==> config.mk <==
export PLATFORM = sky130hd
export DESIGN_NAME = tmpic_timer
export DESIGN_NICKNAME = d
export VERILOG_FILES = /design/src/hdl/tmpic_interval_chan.v /design/src/hdl/tmpic_timer.v
export VERILOG_INCLUDE_DIRS = /design/src /design/src/hdl
export SDC_FILE = /design/constraint.sdc
export NUM_CORES = 1
export LEC_CHECK = 0
export BUFFER_PORTS_ARGS = -buffer_cell sky130_fd_sc_hd__buf_2
export CAP_MARGIN = 20
export CORE_AREA = 2 2 185 169
export DETAILED_ROUTE_END_ITERATION = 8
export DIE_AREA = 0 0 187 171
export GPL_TIMING_DRIVEN = 1
export PLACE_DENSITY = 0.84
export SLEW_MARGIN = 40
export SYNTH_ARGS = -nofsm -noshare
export SYNTH_HDL_FRONTEND = slang
export SYNTH_SLANG_ARGS = --single-unit
==> constraint.sdc <==
create_clock -name CLK_I -period 4.42 [get_ports CLK_I]
set_input_delay 0.884 -clock CLK_I [delete_from_list [all_inputs] [get_ports CLK_I]]
set_output_delay 0.884 -clock CLK_I [all_outputs]
set_load 0.03 [all_outputs]
==> src/hdl/tmpic_consts.vh <==
// Constants for the PWM timer and interval timer block.
// Included by the design files; holds definitions only.
`ifndef TMPIC_CONSTS_VH
`define TMPIC_CONSTS_VH

// ----------------------------------------------------------------
// Count source select codes
// ----------------------------------------------------------------
`define TMPIC_SRC_DIV1 2'h0
`define TMPIC_SRC_DIV8 2'h1
`define TMPIC_SRC_DIV32 2'h2
`define TMPIC_SRC_SUB32 2'h3

// ----------------------------------------------------------------
// Prescaler divide counts
// ----------------------------------------------------------------
`define TMPIC_DIV8_LAST 5'h07
`define TMPIC_DIV32_LAST 5'h1f

// ----------------------------------------------------------------
// PWM start source select codes
// ----------------------------------------------------------------
`define TMPIC_TRG_SOFT 2'h0
`define TMPIC_TRG_PIN 2'h1
`define TMPIC_TRG_OVF 2'h2

// ----------------------------------------------------------------
// Input-capable channel mode codes (mode register bits 1:0)
// ----------------------------------------------------------------
`define TMPIC_MODE_TIMER 2'h0
`define TMPIC_MODE_EVENT 2'h1
`define TMPIC_MODE_MEASURE 2'h2

// ----------------------------------------------------------------
// Channel count, counter reset value and fixed PWM periods
// ----------------------------------------------------------------
`define TMPIC_NUM_CH 6
`define TMPIC_CNT_RESET 16'h0000
`define TMPIC_PWM_PERIOD16 16'hffff
`define TMPIC_PWM_PERIOD8 8'hff

`endif

==> src/hdl/tmpic_interval_chan.v <==
// One input-capable timer channel in interval timer mode.
// Assumes a one-cycle count tick from the parent, same clock domain.
`timescale 1ns/1ps
`include "tmpic_consts.vh"

module tmpic_interval_chan
(
  input wire CLK_I,
  input wire RESET_N_I,
  input wire tick_i,
  input wire [1:0] mode_i,
  input wire start_i,
  input wire wr_i,
  input wire [15:0] wdata_i,
  output wire [15:0] count_o,
  output wire irq_o
);

  reg [15:0] cnt_reg;
  reg [15:0] cnt_next;
  reg [15:0] reload_reg;
  reg irq_reg;
  reg irq_next;
  wire run;

  // ----------------------------------------------------------------
  // Counter
  // ----------------------------------------------------------------
  // Other modes are not built here; the channel stays idle in them
  assign run = start_i & (mode_i == `TMPIC_MODE_TIMER);

  always @*
  begin
    cnt_next = cnt_reg;
    irq_next = 1'b0;
    if (wr_i && !run)
      cnt_next = wdata_i;
    else if (run && tick_i)
    begin
      if (cnt_reg == 16'h0000)
      begin
        cnt_next = reload_reg;
        irq_next = 1'b1;
      end
      else
        cnt_next = cnt_reg - 16'h0001;
    end
  end

  always @(posedge CLK_I or negedge RESET_N_I)
  begin
    if (!RESET_N_I)
    begin
      cnt_reg <= `TMPIC_CNT_RESET;
      reload_reg <= `TMPIC_CNT_RESET;
      irq_reg <= 1'b0;
    end
    else
    begin
      cnt_reg <= cnt_next;
      irq_reg <= irq_next;
      if (wr_i)
        reload_reg <= wdata_i;
    end
  end

  assign count_o = cnt_reg;
  assign irq_o = irq_reg;

endmodule // tmpic_interval_chan

==> src/hdl/tmpic_timer.v <==
// Top of the timer block: one PWM channel and six interval channels.
// Assumes one 100 MHz clock; the sub clock (divided by 32 here) and the
// trigger pin come from outside and are synchronised here.
`timescale 1ns/1ps
`include "tmpic_consts.vh"

module tmpic_timer
#(
  parameter NUM_CH = `TMPIC_NUM_CH
)
(
  input wire CLK_I,
  input wire RESET_N_I,
  input wire SUB_CLOCK_DIV32_I,
  input wire [1:0] PWM_CLK_SEL_I,
  input wire PWM_MODE8_I,
  input wire [1:0] PWM_TRIG_SEL_I,
  input wire PWM_START_I,
  input wire PWM_OTHER_OVF_I,
  input wire PWM_TRIGGER_INPUT_PIN_I,
  input wire PWM_WR_I,
  input wire [15:0] PWM_WDATA_I,
  output wire [15:0] PWM_RDATA_O,
  output wire PWM_PULSE_OUTPUT_PIN_O,
  output wire PWM_IRQ_O,
  input wire [2*NUM_CH-1:0] TB_CLK_SEL_I,
  input wire [2*NUM_CH-1:0] TB_MODE_I,
  input wire [NUM_CH-1:0] TB_START_I,
  input wire [NUM_CH-1:0] TB_WR_I,
  input wire [16*NUM_CH-1:0] TB_WDATA_I,
  output wire [16*NUM_CH-1:0] TB_COUNT_O,
  output wire [NUM_CH-1:0] TB_IRQ_O
);

  reg [4:0] pre_reg;
  reg [2:0] sub_sync_reg;
  reg [1:0] trg_sync_reg;
  reg trg_prev_reg;
  reg [4:0] sub_cnt_reg;
  reg sub_tick_reg;
  wire sub_edge;
  wire tick_div1;
  wire tick_div8;
  wire tick_div32;
  wire [3:0] ticks;
  wire pwm_tick;
  wire trig_edge;

  // ----------------------------------------------------------------
  // Count source prescalers
  // ----------------------------------------------------------------
  // Sub clock is slow and asynchronous: two flops, then edge detect
  assign sub_edge = sub_sync_reg[1] & ~sub_sync_reg[2];
  assign tick_div1 = 1'b1;
  assign tick_div8 = (pre_reg[2:0] == `TMPIC_DIV8_LAST);
  assign tick_div32 = (pre_reg == `TMPIC_DIV32_LAST);
  assign ticks = {sub_tick_reg, tick_div32, tick_div8, tick_div1};

  always @(posedge CLK_I or negedge RESET_N_I)
  begin
    if (!RESET_N_I)
    begin
      pre_reg <= 5'h00;
      sub_sync_reg <= 3'h0;
      sub_cnt_reg <= 5'h00;
      sub_tick_reg <= 1'b0;
      trg_sync_reg <= 2'h0;
      trg_prev_reg <= 1'b0;
    end
    else
    begin
      pre_reg <= pre_reg + 5'h01;
      sub_sync_reg <= {sub_sync_reg[1:0], SUB_CLOCK_DIV32_I};
      sub_tick_reg <= 1'b0;
      if (sub_edge)
      begin
        sub_cnt_reg <= sub_cnt_reg + 5'h01;
        sub_tick_reg <= (sub_cnt_reg == `TMPIC_DIV32_LAST);
      end
      trg_sync_reg <= {trg_sync_reg[0], PWM_TRIGGER_INPUT_PIN_I};
      trg_prev_reg <= trg_sync_reg[1];
    end
  end

  assign pwm_tick = ticks[PWM_CLK_SEL_I];

  // ----------------------------------------------------------------
  // PWM channel
  // ----------------------------------------------------------------
  assign trig_edge = trg_sync_reg[1] & ~trg_prev_reg;

  reg run_reg;
  reg run_next;
  reg out_reg;
  reg out_next;
  reg irq_reg;
  reg irq_next;
  reg [15:0] reload_reg;
  reg [15:0] cnt_reg;
  reg [15:0] cnt_next;
  reg [7:0] pre8_reg;
  reg [7:0] pre8_next;
  reg pend_reg;
  reg pend_next;
  reg start_cond;
  wire [7:0] hi_n;
  wire [7:0] lo_m;

  assign hi_n = reload_reg[15:8];
  assign lo_m = reload_reg[7:0];

  always @*
  begin
    case (PWM_TRIG_SEL_I)
      `TMPIC_TRG_PIN: start_cond = trig_edge;
      `TMPIC_TRG_OVF: start_cond = PWM_OTHER_OVF_I;
      `TMPIC_TRG_SOFT: start_cond = 1'b1;
      default: start_cond = 1'b1;
    endcase
  end

  // cnt_reg counts down from the period, the position being period - cnt + 1; the pulse is high while the
  // position is not above the high width. In 8-bit mode pre8 prescales by
  // m+1 and cnt counts 255 prescaled steps.
  always @*
  begin
    run_next = run_reg;
    out_next = out_reg;
    irq_next = 1'b0;
    cnt_next = cnt_reg;
    pre8_next = pre8_reg;
    pend_next = pend_reg;
    if (!PWM_START_I)
    begin
      run_next = 1'b0;
      out_next = 1'b0;
      pend_next = 1'b0;
      if (PWM_WR_I)
        cnt_next = PWM_WDATA_I;
    end
    else if (!run_reg)
    begin
      // Waiting for start; a write here still loads both
      if (PWM_WR_I)
        cnt_next = PWM_WDATA_I;
      // A start event is held until the next count tick, so the
      // first pulse is a whole number of count clock periods
      if (start_cond)
        pend_next = 1'b1;
      if ((start_cond || pend_reg) && pwm_tick)
      begin
        run_next = 1'b1;
        pend_next = 1'b0;
        cnt_next = PWM_MODE8_I ? {8'h00, `TMPIC_PWM_PERIOD8} :
          `TMPIC_PWM_PERIOD16;
        pre8_next = lo_m;
        out_next = PWM_MODE8_I ? (hi_n != 8'h00) :
          (reload_reg != 16'h0000);
      end
    end
    else if (pwm_tick)
    begin
      if (PWM_MODE8_I && pre8_reg != 8'h00)
        pre8_next = pre8_reg - 8'h01;
      else
      begin
        pre8_next = lo_m;
        if (cnt_reg <= 16'h0001)
        begin
          // Period end: rising edge, fresh count from the fixed period
          cnt_next = PWM_MODE8_I ? {8'h00, `TMPIC_PWM_PERIOD8} :
            `TMPIC_PWM_PERIOD16;
          out_next = PWM_MODE8_I ? (hi_n != 8'h00) :
            (reload_reg != 16'h0000);
        end
        else
        begin
          cnt_next = cnt_reg - 16'h0001;
          if (PWM_MODE8_I)
            out_next = ((`TMPIC_PWM_PERIOD8 - cnt_next[7:0] + 8'h01)
              <= hi_n) && (hi_n != 8'h00);
          else
            out_next = ((`TMPIC_PWM_PERIOD16 - cnt_next + 16'h0001)
              <= reload_reg) && (reload_reg != 16'h0000);
        end
      end
    end
    if (out_reg && !out_next && run_reg)
      irq_next = 1'b1;
  end

  always @(posedge CLK_I or negedge RESET_N_I)
  begin
    if (!RESET_N_I)
    begin
      run_reg <= 1'b0;
      out_reg <= 1'b0;
      irq_reg <= 1'b0;
      cnt_reg <= `TMPIC_CNT_RESET;
      pre8_reg <= 8'h00;
      pend_reg <= 1'b0;
      reload_reg <= `TMPIC_CNT_RESET;
    end
    else
    begin
      run_reg <= run_next;
      out_reg <= out_next;
      irq_reg <= irq_next;
      cnt_reg <= cnt_next;
      pre8_reg <= pre8_next;
      pend_reg <= pend_next;
      // Running writes reach only reload; used from the next count tick
      if (PWM_WR_I)
        reload_reg <= PWM_WDATA_I;
    end
  end

  // Count is not meaningful to software in this mode; reads give zero
  assign PWM_RDATA_O = 16'h0000;
  assign PWM_PULSE_OUTPUT_PIN_O = out_reg;
  assign PWM_IRQ_O = irq_reg;

  // ----------------------------------------------------------------
  // Interval timer channels
  // ----------------------------------------------------------------
  genvar gi;
  generate
    for (gi = 0; gi < NUM_CH; gi = gi + 1)
    begin : g_chan
      wire tb_tick;
      assign tb_tick = ticks[TB_CLK_SEL_I[2*gi+1:2*gi]];
      tmpic_interval_chan u_chan
      (
        .CLK_I(CLK_I),
        .RESET_N_I(RESET_N_I),
        .tick_i(tb_tick),
        .mode_i(TB_MODE_I[2*gi+1:2*gi]),
        .start_i(TB_START_I[gi]),
        .wr_i(TB_WR_I[gi]),
        .wdata_i(TB_WDATA_I[16*gi+15:16*gi]),
        .count_o(TB_COUNT_O[16*gi+15:16*gi]),
        .irq_o(TB_IRQ_O[gi])
      );
    end
  endgenerate

endmodule // tmpic_timer

==> results of run 1 <==
==> metal layers <==
metal	vias to the layer above	global-route usage	share of wire
li1	6049	-	-
met1	6421	0.3389	0.43
met2	609	0.4070	0.46
met3	89	0.05559	0.084
met4	6	0.07522	0.026
met5	-	0	0.00099
==> cell usage after synthesis (8+ instances only) <==
library cell  instances
dfrtp_1             259
nand4_1              10
xor2_1               26
or4_1                15
a211oi_1             18
ha_1                 48
o21ai_0             151
inv_1                55
buf_4                23
o211ai_1             15
nor4_1               30
or3_1                13
o22ai_1              10
and2_1                9
a21oi_1              57
a22oi_1              62
a221o_1              26
mux2i_1              25
nand3b_1             10
xnor2_1              61
clkbuf_1             66
nand4b_1              8
a31oi_1               9
mux2_2               99
nand3_1              22
nand2_1             142
nor3b_1              11
nor2_1              120
nor3_1               25
==> area by class of cell <==
| class | count | share of cell area |
|---|---|---|
| Clock inverter | 21 | 0.01378 |
| Inverter | 56 | 0.01200 |
| Clock buffer | 35 | 0.04571 |
| Multi-Input combinational cell | 1142 | 0.4434 |
| Tap cell | 409 | 0.02921 |
| Sequential cell | 259 | 0.3699 |
| Timing Repair Buffer | 281 | 0.08599 |
==> worst min path at each step <==
stage / cells after the start / to / start
after floorplan: 0 / sub_sync_reg[1] / sub_sync_reg[0]
after global placement: 0 / trg_sync_reg[1] / trg_sync_reg[0]
after detailed placement: 0 / trg_sync_reg[1] / trg_sync_reg[0]
after CTS: 1 / g_chan[4].u_chan.reload_reg[0] / RESET_N_I
after global routing: 1 / g_chan[4].u_chan.reload_reg[0] / RESET_N_I
final: 1 / g_chan[4].u_chan.reload_reg[0] / RESET_N_I
==> power by group through the flow <==
stage / clock [uW] / combinational, uW / sequential (uW)
finish: 2580 / 1800 / 3040
global placement: 0 / 1710 / 3040
global route: 2760 / 1990 / 3080
floorplan: 0 / 1070 / 3180
CTS: 2650 / 1790 / 3020
detailed placement: 0 / 1780 / 3060
==> kinds of logic after synthesis <==
| logic type | count (synthesis) | synth area share |
|---|---|---|
| other | 1 | 0.0002527 |
| DFF | 259 | 0.4368 |
| buffers and inverters | 156 | 0.04604 |
| adders and majority gates | 48 | 0.04047 |
| and+or+nand+nor | 453 | 0.1510 |
| muxes | 124 | 0.09199 |
| AOI/OAI and AO/OA | 414 | 0.1821 |
| xor gates and xnor gates | 87 | 0.05135 |
==> metrics by stage <==
| stage | hold slack [ns] | setup slack (ns) |
|---|---|---|
| final | 0.2456 | 0.2900 |
| after global routing | 0.2675 | 0.07434 |
| after CTS | 0.2561 | 0.2882 |
| after detailed placement | 0.3373 | 0.2992 |
| after global placement | 0.3323 | 0.4445 |
| after floorplan | 0.3312 | 0.3001 |
==> run_results.csv, run 1 <==
group,metric,value,unit
final_layout,layout_common_cells,"262 x buf_2, 259 x dfrtp_1, 151 x o21ai_0",
yosys,synth_area_per_cell,9.623,um2
worst_setup_path,worstPathMaxFanout,9,
pwr,p_comb_frac,0.242,
timing,hold_viol,0,
timing,finalSetupTns,0,ns
yosys,ys_warn_count,0,
clock_tree,postCtsSetupRepairBufs,0,
yosys,synth_cell_types,74,
worst_setup_path,crit_family,"simple AND/OR/NAND/NOR gates",
worst_setup_path,r2r_cells,15,
final_layout,nets,1978,
timing,fmax,0.2421,GHz
die,fp.dieArea,0.03198,mm2
worst_setup_path,crit_required,4.91,ns
worst_setup_path,critPathKind,"reg -> reg",
die,die_x,187,um
drt,wl,41.25,mm
worst_setup_path,timing.rr.end,"PWM_IRQ_O",
worst_setup_path,r2r_slack,0.29,ns
placed_design,gp_congestion,0.9241,
worst_setup_path,cp.depth,15,
timing,fin_worst_skew,0.01144,ns
drt,wire_per_inst,18.72,um
clock_tree,h-tree-depth,1,
drt,dr.pass1.iters,5,
final_layout,antenna_cells,0,
clock_tree,clkSinkCount,259,
yosys,synth_seq_cells,259,
clock_tree,clockRootBuffer,"clkbuf_16",
worst_setup_path,crit_path_start,"cnt_reg[1]",
clock_tree,insertion_delay,0.55,ns
min_path,hold_path_class,"in -> async",
pwr,p_per_area,423.5,mW/mm2
placed_design,port_buffers,263,
pwr,total_power,7419,uW
worst_setup_path,cp_slowest_cell,"or3b_2",
worst_setup_path,critPathBufInv,1,
die,start_util,0.4897,
final_layout,drive_above_1_share,0.2531,
yosys,synth_seq_area_share,0.4368,
yosys,synthCells,1542,
final_layout,syn2layout_area_growth,18.06,%
placed_design,postPlaceCellArea,0.01645,mm2
pwr,power_frac_clock,0.348,
worst_setup_path,cp.arrival,4.62,ns
timing,rsz0062_at_grt,"no",
clock_tree,cts_buffers,30,
pwr,ir_drop,0.3364,mV
worst_setup_path,slowest_delay,0.47,ns
grt,grt_max_degree,62,
final_layout,post-route-cell-area,0.01752,mm2
yosys,synth_top_area_share,0.4368,
timing,maxSlewViolCount,0,
grt,overflow,0,
grt,grt_pass1_wl,65.92,mm
drt,vias_per_cell,5.980,
pwr,power_frac_seq,0.409,
pwr,power.share.switching,0.3345,
final_layout,multi_input_area,0.007767,mm2
outcome,status,"finished clean",
timing,finalSetupViolations,0,
final_layout,fillers,2618,
pwr,p_sw,2482,uW
grt,grt_antenna_before_repair,3,
timing,fin_crit_sh,0.9344,
drt,ant_nets,0,
yosys,synth_area_leader_cell,"dfrtp_1",
die,coreArea,0.03030,mm2
worst_setup_path,start_kind,"flip-flop",
placed_design,dp_hpwl,29.70,mm
worst_setup_path,critPathCaptureType,"flip-flop",
yosys,synthArstFlopShare,1.000,
worst_setup_path,r2r-start,"cnt_reg[1]",
grt,grt_usage,0.2513,
grt,grt_pass1_vias,12740,
yosys,synth.area.top_cells,"dfrtp_1 44%, mux2_2 7.5%, o21ai_0 5.1%, ha_1 4.0%, xnor2_1 3.6%",
timing,slew_headroom,0.4637,
yosys,synth_area,0.01484,mm2
flow_run,maxCapViolations,0,
worst_setup_path,worstPathCellList,"inv_1, ha_1, or3b_2, or4_1, a31oi_1, nand3_1, nand4b_1, xnor2_1, ha_1, nand4_1, nor3_1, o21ai_0, o211a_1, o211ai_1, and4_1",
final_layout,layout_commonest_cell,"buf_2",
worst_setup_path,cp_common_cell,"ha_1",
clock_tree,clockBufferDepth,3,
final_layout,final_util,0.5782,
clock_tree,post_cts_resized,0,
die,ioPinCount,280,
die,core.rowCount,61,
timing,fin_crit,4.130,ns
final_layout,instances_no_fill,2203,
drt,drtIter0Drc,1135,
timing,tightest_slew,0.7979,ns
clock_tree,cts_hold_buf,0,
drt,vias,13170,
pwr,p_int,4937,uW
final_layout,final-seq-area,0.006481,mm2
placed_design,place_inst,2147,
yosys,synth-main-ff-cell,"dfrtp_1",
clock_tree,cts_tree,"done",
yosys,synth-edff-count,0,
worst_setup_path,critPathCapture,"PWM_IRQ_O",
pwr,leakage,0.007845,uW
die,die_h,171,um
clock_tree,path_clk_slew,0.06,ns
drt,drc,0,
Note: power is estimated with default switching activity, not from simulation.
==> run 2, diff against run 1 <==
Settings changed: REMOVE_ABC_BUFFERS from default to 1, SETUP_SLACK_MARGIN from default to 0.4.
==> run_results.csv, run 2 (synthesized netlist as in run 1, its figures left out) <==
group,metric,value,unit
die,die_h,171,um
die,coreArea,0.03030,mm2
pwr,p_per_area,424.1,mW/mm2
worst_setup_path,critPathKind,"reg -> reg",
outcome,status,"finished clean",
pwr,p_sw,2457,uW
drt,maxUsedRoutingLayer,"met5",
drt,wl,42.17,mm
grt,grt_antenna_before_repair,7,
pwr,ir_drop,0.2884,mV
drt,dr_wl_met3,3.426,mm
clock_tree,clockBufferDepth,3,
min_path,hold_path_class,"in -> async",
grt,overflow,0,
flow_run,maxCapViolations,0,
grt,grt_pass1_wl,67.36,mm
grt,grt_pass1_vias,12650,
timing,fmax,0.2621,GHz
pwr,power.share.switching,0.3281,
die,fp.dieArea,0.03198,mm2
clock_tree,cts_hold_buf,0,
worst_setup_path,worstPathMaxFanout,16,
die,die_x,187,um
pwr,leakage,0.007923,uW
clock_tree,h-tree-depth,1,
drt,wire_per_inst,19.01,um
die,start_util,0.4897,
drt,dr.pass1.iters,5,
timing,hold_viol,0,
timing,slew_headroom,0.4349,
clock_tree,clockRootBuffer,"clkbuf_16",
final_layout,syn2layout_area_growth,18.98,%
worst_setup_path,cp.arrival,4.30,ns
timing,fin_worst_skew,0.02453,ns
drt,drc,0,
placed_design,dp_hpwl,30.20,mm
clock_tree,cts_buffers,29,
final_layout,fillers,2611,
timing,tightest_slew,0.8472,ns
die,ioPinCount,280,
final_layout,layout_common_cells,"262 x buf_2, 258 x dfrtp_1, 151 x o21ai_0",
final_layout,layout_commonest_cell,"buf_2",
final_layout,multi_input_area,0.007796,mm2
drt,vias,13300,
drt,vias_per_cell,5.998,
placed_design,place_inst,2155,
pwr,power_frac_clock,0.351,
final_layout,nets,1988,
drt,ant_nets,0,
timing,fin_crit,3.816,ns
worst_setup_path,start_kind,"flip-flop",
timing,finalSetupTns,0,ns
grt,grt_usage,0.2570,
drt,route.layer.met1.wl,17.80,mm
pwr,power_frac_seq,0.405,
clock_tree,clkSinkCount,259,
worst_setup_path,critPathCaptureType,"flip-flop",
pwr,p_comb_frac,0.243,
die,core.rowCount,61,
drt,drtIter0Drc,992,
pwr,p_int,5031,uW
timing,fin_crit_sh,0.8633,
timing,maxSlewViolCount,0,
placed_design,gp_congestion,0.9204,
timing,rsz0062_at_grt,"no",
final_layout,drive_above_1_share,0.2601,
final_layout,final-seq-area,0.006482,mm2
grt,grt_max_degree,67,
timing,finalSetupViolations,0,
placed_design,port_buffers,263,
clock_tree,insertion_delay,0.56,ns
final_layout,instances_no_fill,2218,
clock_tree,cts_tree,"done",
clock_tree,path_clk_slew,0.06,ns
worst_setup_path,crit_required,4.91,ns
drt,met2_length,19.68,mm
## run 2: worst max-delay path: stages (launching register included)
cell and delay [ns]:
dfrtp_1 0.37, buf_4 0.20, or4_4 0.58, or4b_4 0.52, a31oi_4 0.22, and4_1 0.26
nand2_1 0.08, xnor2_1 0.15, ha_1 0.30, nand4_1 0.17, nor3_2 0.24, o21ai_0 0.14
o211a_1 0.15, o211ai_1 0.18, and4_1 0.20
## run 2: worst paths after layout
kind	slack [ns]	end	depth (start not counted)	startpoint
min in group CLK_I	0.35	sub_sync_reg[1]	0	sub_sync_reg[0]
max in group asynchronous	3.13	cnt_reg[1]	3	RESET_N_I
worst max-delay path	0.60	PWM_IRQ_O	14	cnt_reg[0]
worst min register to register	0.35	sub_sync_reg[1]	0	sub_sync_reg[0]
worst max register to register	0.60	PWM_IRQ_O	14	cnt_reg[0]
worst min-delay path	0.24	g_chan[1].u_chan.count_o[4]	1	RESET_N_I
## run 2: stage by stage
stage	power [uW]	cell area (um2)	worst slack [ns]	utilization	hold WS [ns]
after detailed placement	4848	16520	0.3230	0.5451	0.3365
after global routing	7869	17650	0.3986	0.5825	0.2555
after global placement	4768	16470	0.5321	0.5437	0.3334
after floorplan	4196	14420	0.4472	-	0.3312
final	7488	17660	0.6043	0.5827	0.2358
after CTS	7505	17580	0.4151	0.5803	0.2323
## run 2: repair_timing
| action | in CTS | in global routing |
|---|---|---|
| pin swaps | 0 | 3 |
| gates cloned | 0 | 0 |
| endpoints found under the setup margin | 2 | 2 |
| resized for setup | 4 | 7 |
| setup buffers | 0 | 3 |
| endpoints found under the hold margin | 0 | 0 |
## run 2: cell type report
class / count / share of cell area
Antenna cell: 6 / 0.0008504
Inverter: 56 / 0.01191
Clock buffer: 40 / 0.04798
Multi-Input combinational cell: 1142 / 0.4416
Clock inverter: 14 / 0.01155
Sequential cell: 259 / 0.3672
Tap cell: 409 / 0.02898
Timing Repair Buffer: 292 / 0.09000
## run 2: power groups by stage
stage | Clock, uW | Sequential (uW) | Combinational [uW]
after floorplan | 0 | 3210 | 990
after global placement | 0 | 3040 | 1730
after detailed placement | 0 | 3060 | 1790
after CTS | 2680 | 3020 | 1800
after global routing | 2780 | 3080 | 2010
final | 2630 | 3040 | 1820
## run 2: layer usage
metal / GRT usage / vias up
li1: - / 6098
met1: 0.3543 / 6431
met2: 0.4186 / 662
met3: 0.04103 / 109
met4: 0.07833 / 4
met5: 0 / -
==> run 3, diff against run 2 <==
Settings changed: CORE_AREA 2 2 185 169 to 2 2 195 178, DIE_AREA 0 0 187 171 to 0 0 197 180, PLACE_DENSITY 0.84 to 0.78.
==> run_results.csv, run 3 (synthesized netlist as in run 1, its figures left out) <==
group,metric,value,unit
grt,grt_max_degree,92,
clock_tree,cts_tree,"done",
clock_tree,h-tree-depth,1,
pwr,p_per_area,415.6,mW/mm2
flow_run,maxCapViolations,0,
worst_setup_path,crit_required,4.91,ns
placed_design,dp_hpwl,30.17,mm
timing,tightest_slew,0.7969,ns
worst_setup_path,cp.arrival,4.31,ns
timing,whs,0.3009,ns
grt,grt_pass1_wl,66.32,mm
worst_setup_path,worstPathMaxFanout,7,
timing,finalSetupViolations,0,
clock_tree,clockRootBuffer,"clkbuf_16",
drt,ant_nets,0,
grt,grt_antenna_before_repair,10,
worst_setup_path,r2r-start,"cnt_reg[1]",
die,core.rowCount,64,
grt,met3_usage,0.06041,
final_layout,syn2layout_area_growth,18.07,%
placed_design,gp_congestion,0.9156,
pwr,ir_drop,0.2964,mV
grt,overflow,0,
timing,slew_headroom,0.4687,
clock_tree,cts_buffers,30,
clock_tree,clockBufferDepth,3,
worst_setup_path,r2r_cells,14,
outcome,status,"finished clean",
clock_tree,path_clk_slew,0.06,ns
worst_setup_path,r2r_slack,0.61,ns
drt,wire_per_inst,18.80,um
drt,vias,13110,
min_path,hold_path_class,"in -> async",
drt,drc,0,
timing,rsz0062_at_grt,"no",
placed_design,place_inst,2166,
grt,top_usage_layer,"met2",
timing,fmax,0.2623,GHz
clock_tree,insertion_delay,0.58,ns
die,die_h,180,um
worst_setup_path,critPathCaptureType,"flip-flop",
drt,dr.pass1.iters,5,
drt,vias_per_cell,5.871,
clock_tree,clkSinkCount,259,
die,start_util,0.4433,
final_layout,instances_no_fill,2233,
grt,use_met2,0.3705,
die,coreArea,0.03347,mm2
grt,grt_usage,0.2293,
worst_setup_path,timing.rr.end,"PWM_IRQ_O",
clock_tree,cts_hold_buf,0,
timing,fin_crit_sh,0.8625,
placed_design,port_buffers,263,
grt,use_met1,0.2998,
drt,wl,41.98,mm
final_layout,layout_commonest_cell,"buf_2",
timing,fin_worst_skew,0.02767,ns
die,ioPinCount,280,
final_layout,drive_above_1_share,0.2536,
worst_setup_path,start_kind,"flip-flop",
final_layout,layout_common_cells,"262 x buf_2, 258 x dfrtp_1, 151 x o21ai_0",
worst_setup_path,critPathKind,"reg -> reg",
final_layout,nets,1979,
timing,fin_crit,3.812,ns
grt,grt_pass1_vias,12480,
timing,hold_viol,0,
pwr,leakage,0.007842,uW
die,die_x,197,um
timing,maxSlewViolCount,0,
timing,finalSetupTns,0,ns
drt,drtIter0Drc,959,
die,fp.dieArea,0.03546,mm2
==> run 3: cell types whose count changed in the layout (fill, tap and decap cells not counted), moves of 4 or more <==
cell	previous run	this run
buf_4	26	17
bufinv_16	5	1
clkbuf_1	3	7
diode_2	6	10
==> run 3: area by class of cell <==
class | instances | area (um2)
Fill cell | 3012 | 15950
Multi-Input combinational cell | 1142 | 7796
Sequential cell | 259 | 6482
Timing Repair Buffer | 282 | 1494
Clock buffer | 45 | 887.1
Tap cell | 429 | 536.8
Inverter | 56 | 210.2
Clock inverter | 10 | 88.84
Antenna cell | 10 | 25.02
==> run 3: per-stage QoR <==
step | setup WS [ns] | area [um2] | power, uW | utilization
after floorplan | 0.4472 | 14420 | 4196 | -
after global placement | 0.4181 | 16440 | 4763 | 0.4911
after detailed placement | 0.2626 | 16450 | 4847 | 0.4915
after CTS | 0.4263 | 17440 | 7332 | 0.5209
after global routing | 0.3885 | 17500 | 7688 | 0.5229
final | 0.6079 | 17520 | 7282 | 0.5234
==> run 3: worst max-delay path: stages (launching register included) <==
cell and delay (ns):
dfrtp_2 0.43, buf_4 0.16, or4_4 0.58, or4b_4 0.51, a31oi_4 0.22, and4_1 0.26
nand2_1 0.08, xnor2_1 0.16, ha_1 0.30, nand4_1 0.16, nor3_2 0.22, o21ai_0 0.12
o211a_1 0.14, o211ai_1 0.20, and4_1 0.20
==> run 3: layer usage <==
| metal | wire (um) | share of wire |
|---|---|---|
| met5 | 14 | 0.00033 |
| met1 | 17370 | 0.41 |
| met4 | 1367 | 0.033 |
| met2 | 19400 | 0.46 |
| met3 | 3834 | 0.091 |
==> run 3: timing repair <==
item	in CTS	in global routing
endpoints found under the setup margin	2	2
buffers inserted	0	2
gates cloned	0	0
endpoints found under the hold margin	0	0
pin swaps	0	2
gates resized for setup	2	7
==> run 3: worst max-delay path by stage <==
stage / slack (ns) / to / from
floorplan: 0.45 / PWM_IRQ_O / cnt_reg[0]
global placement: 0.42 / PWM_IRQ_O / cnt_reg[1]
detailed placement: 0.26 / PWM_IRQ_O / cnt_reg[1]
CTS: 0.43 / PWM_IRQ_O / cnt_reg[1]
global route: 0.39 / PWM_IRQ_O / cnt_reg[1]
finish: 0.61 / PWM_IRQ_O / cnt_reg[1]
==> run 3: report_power, final <==
group	switching [uW]	internal, uW	leakage, uW
logic	1080	726	0.00425
clock network	1010	1440	0.000484
registers	363	2670	0.00310
total	2450	4840	0.00784
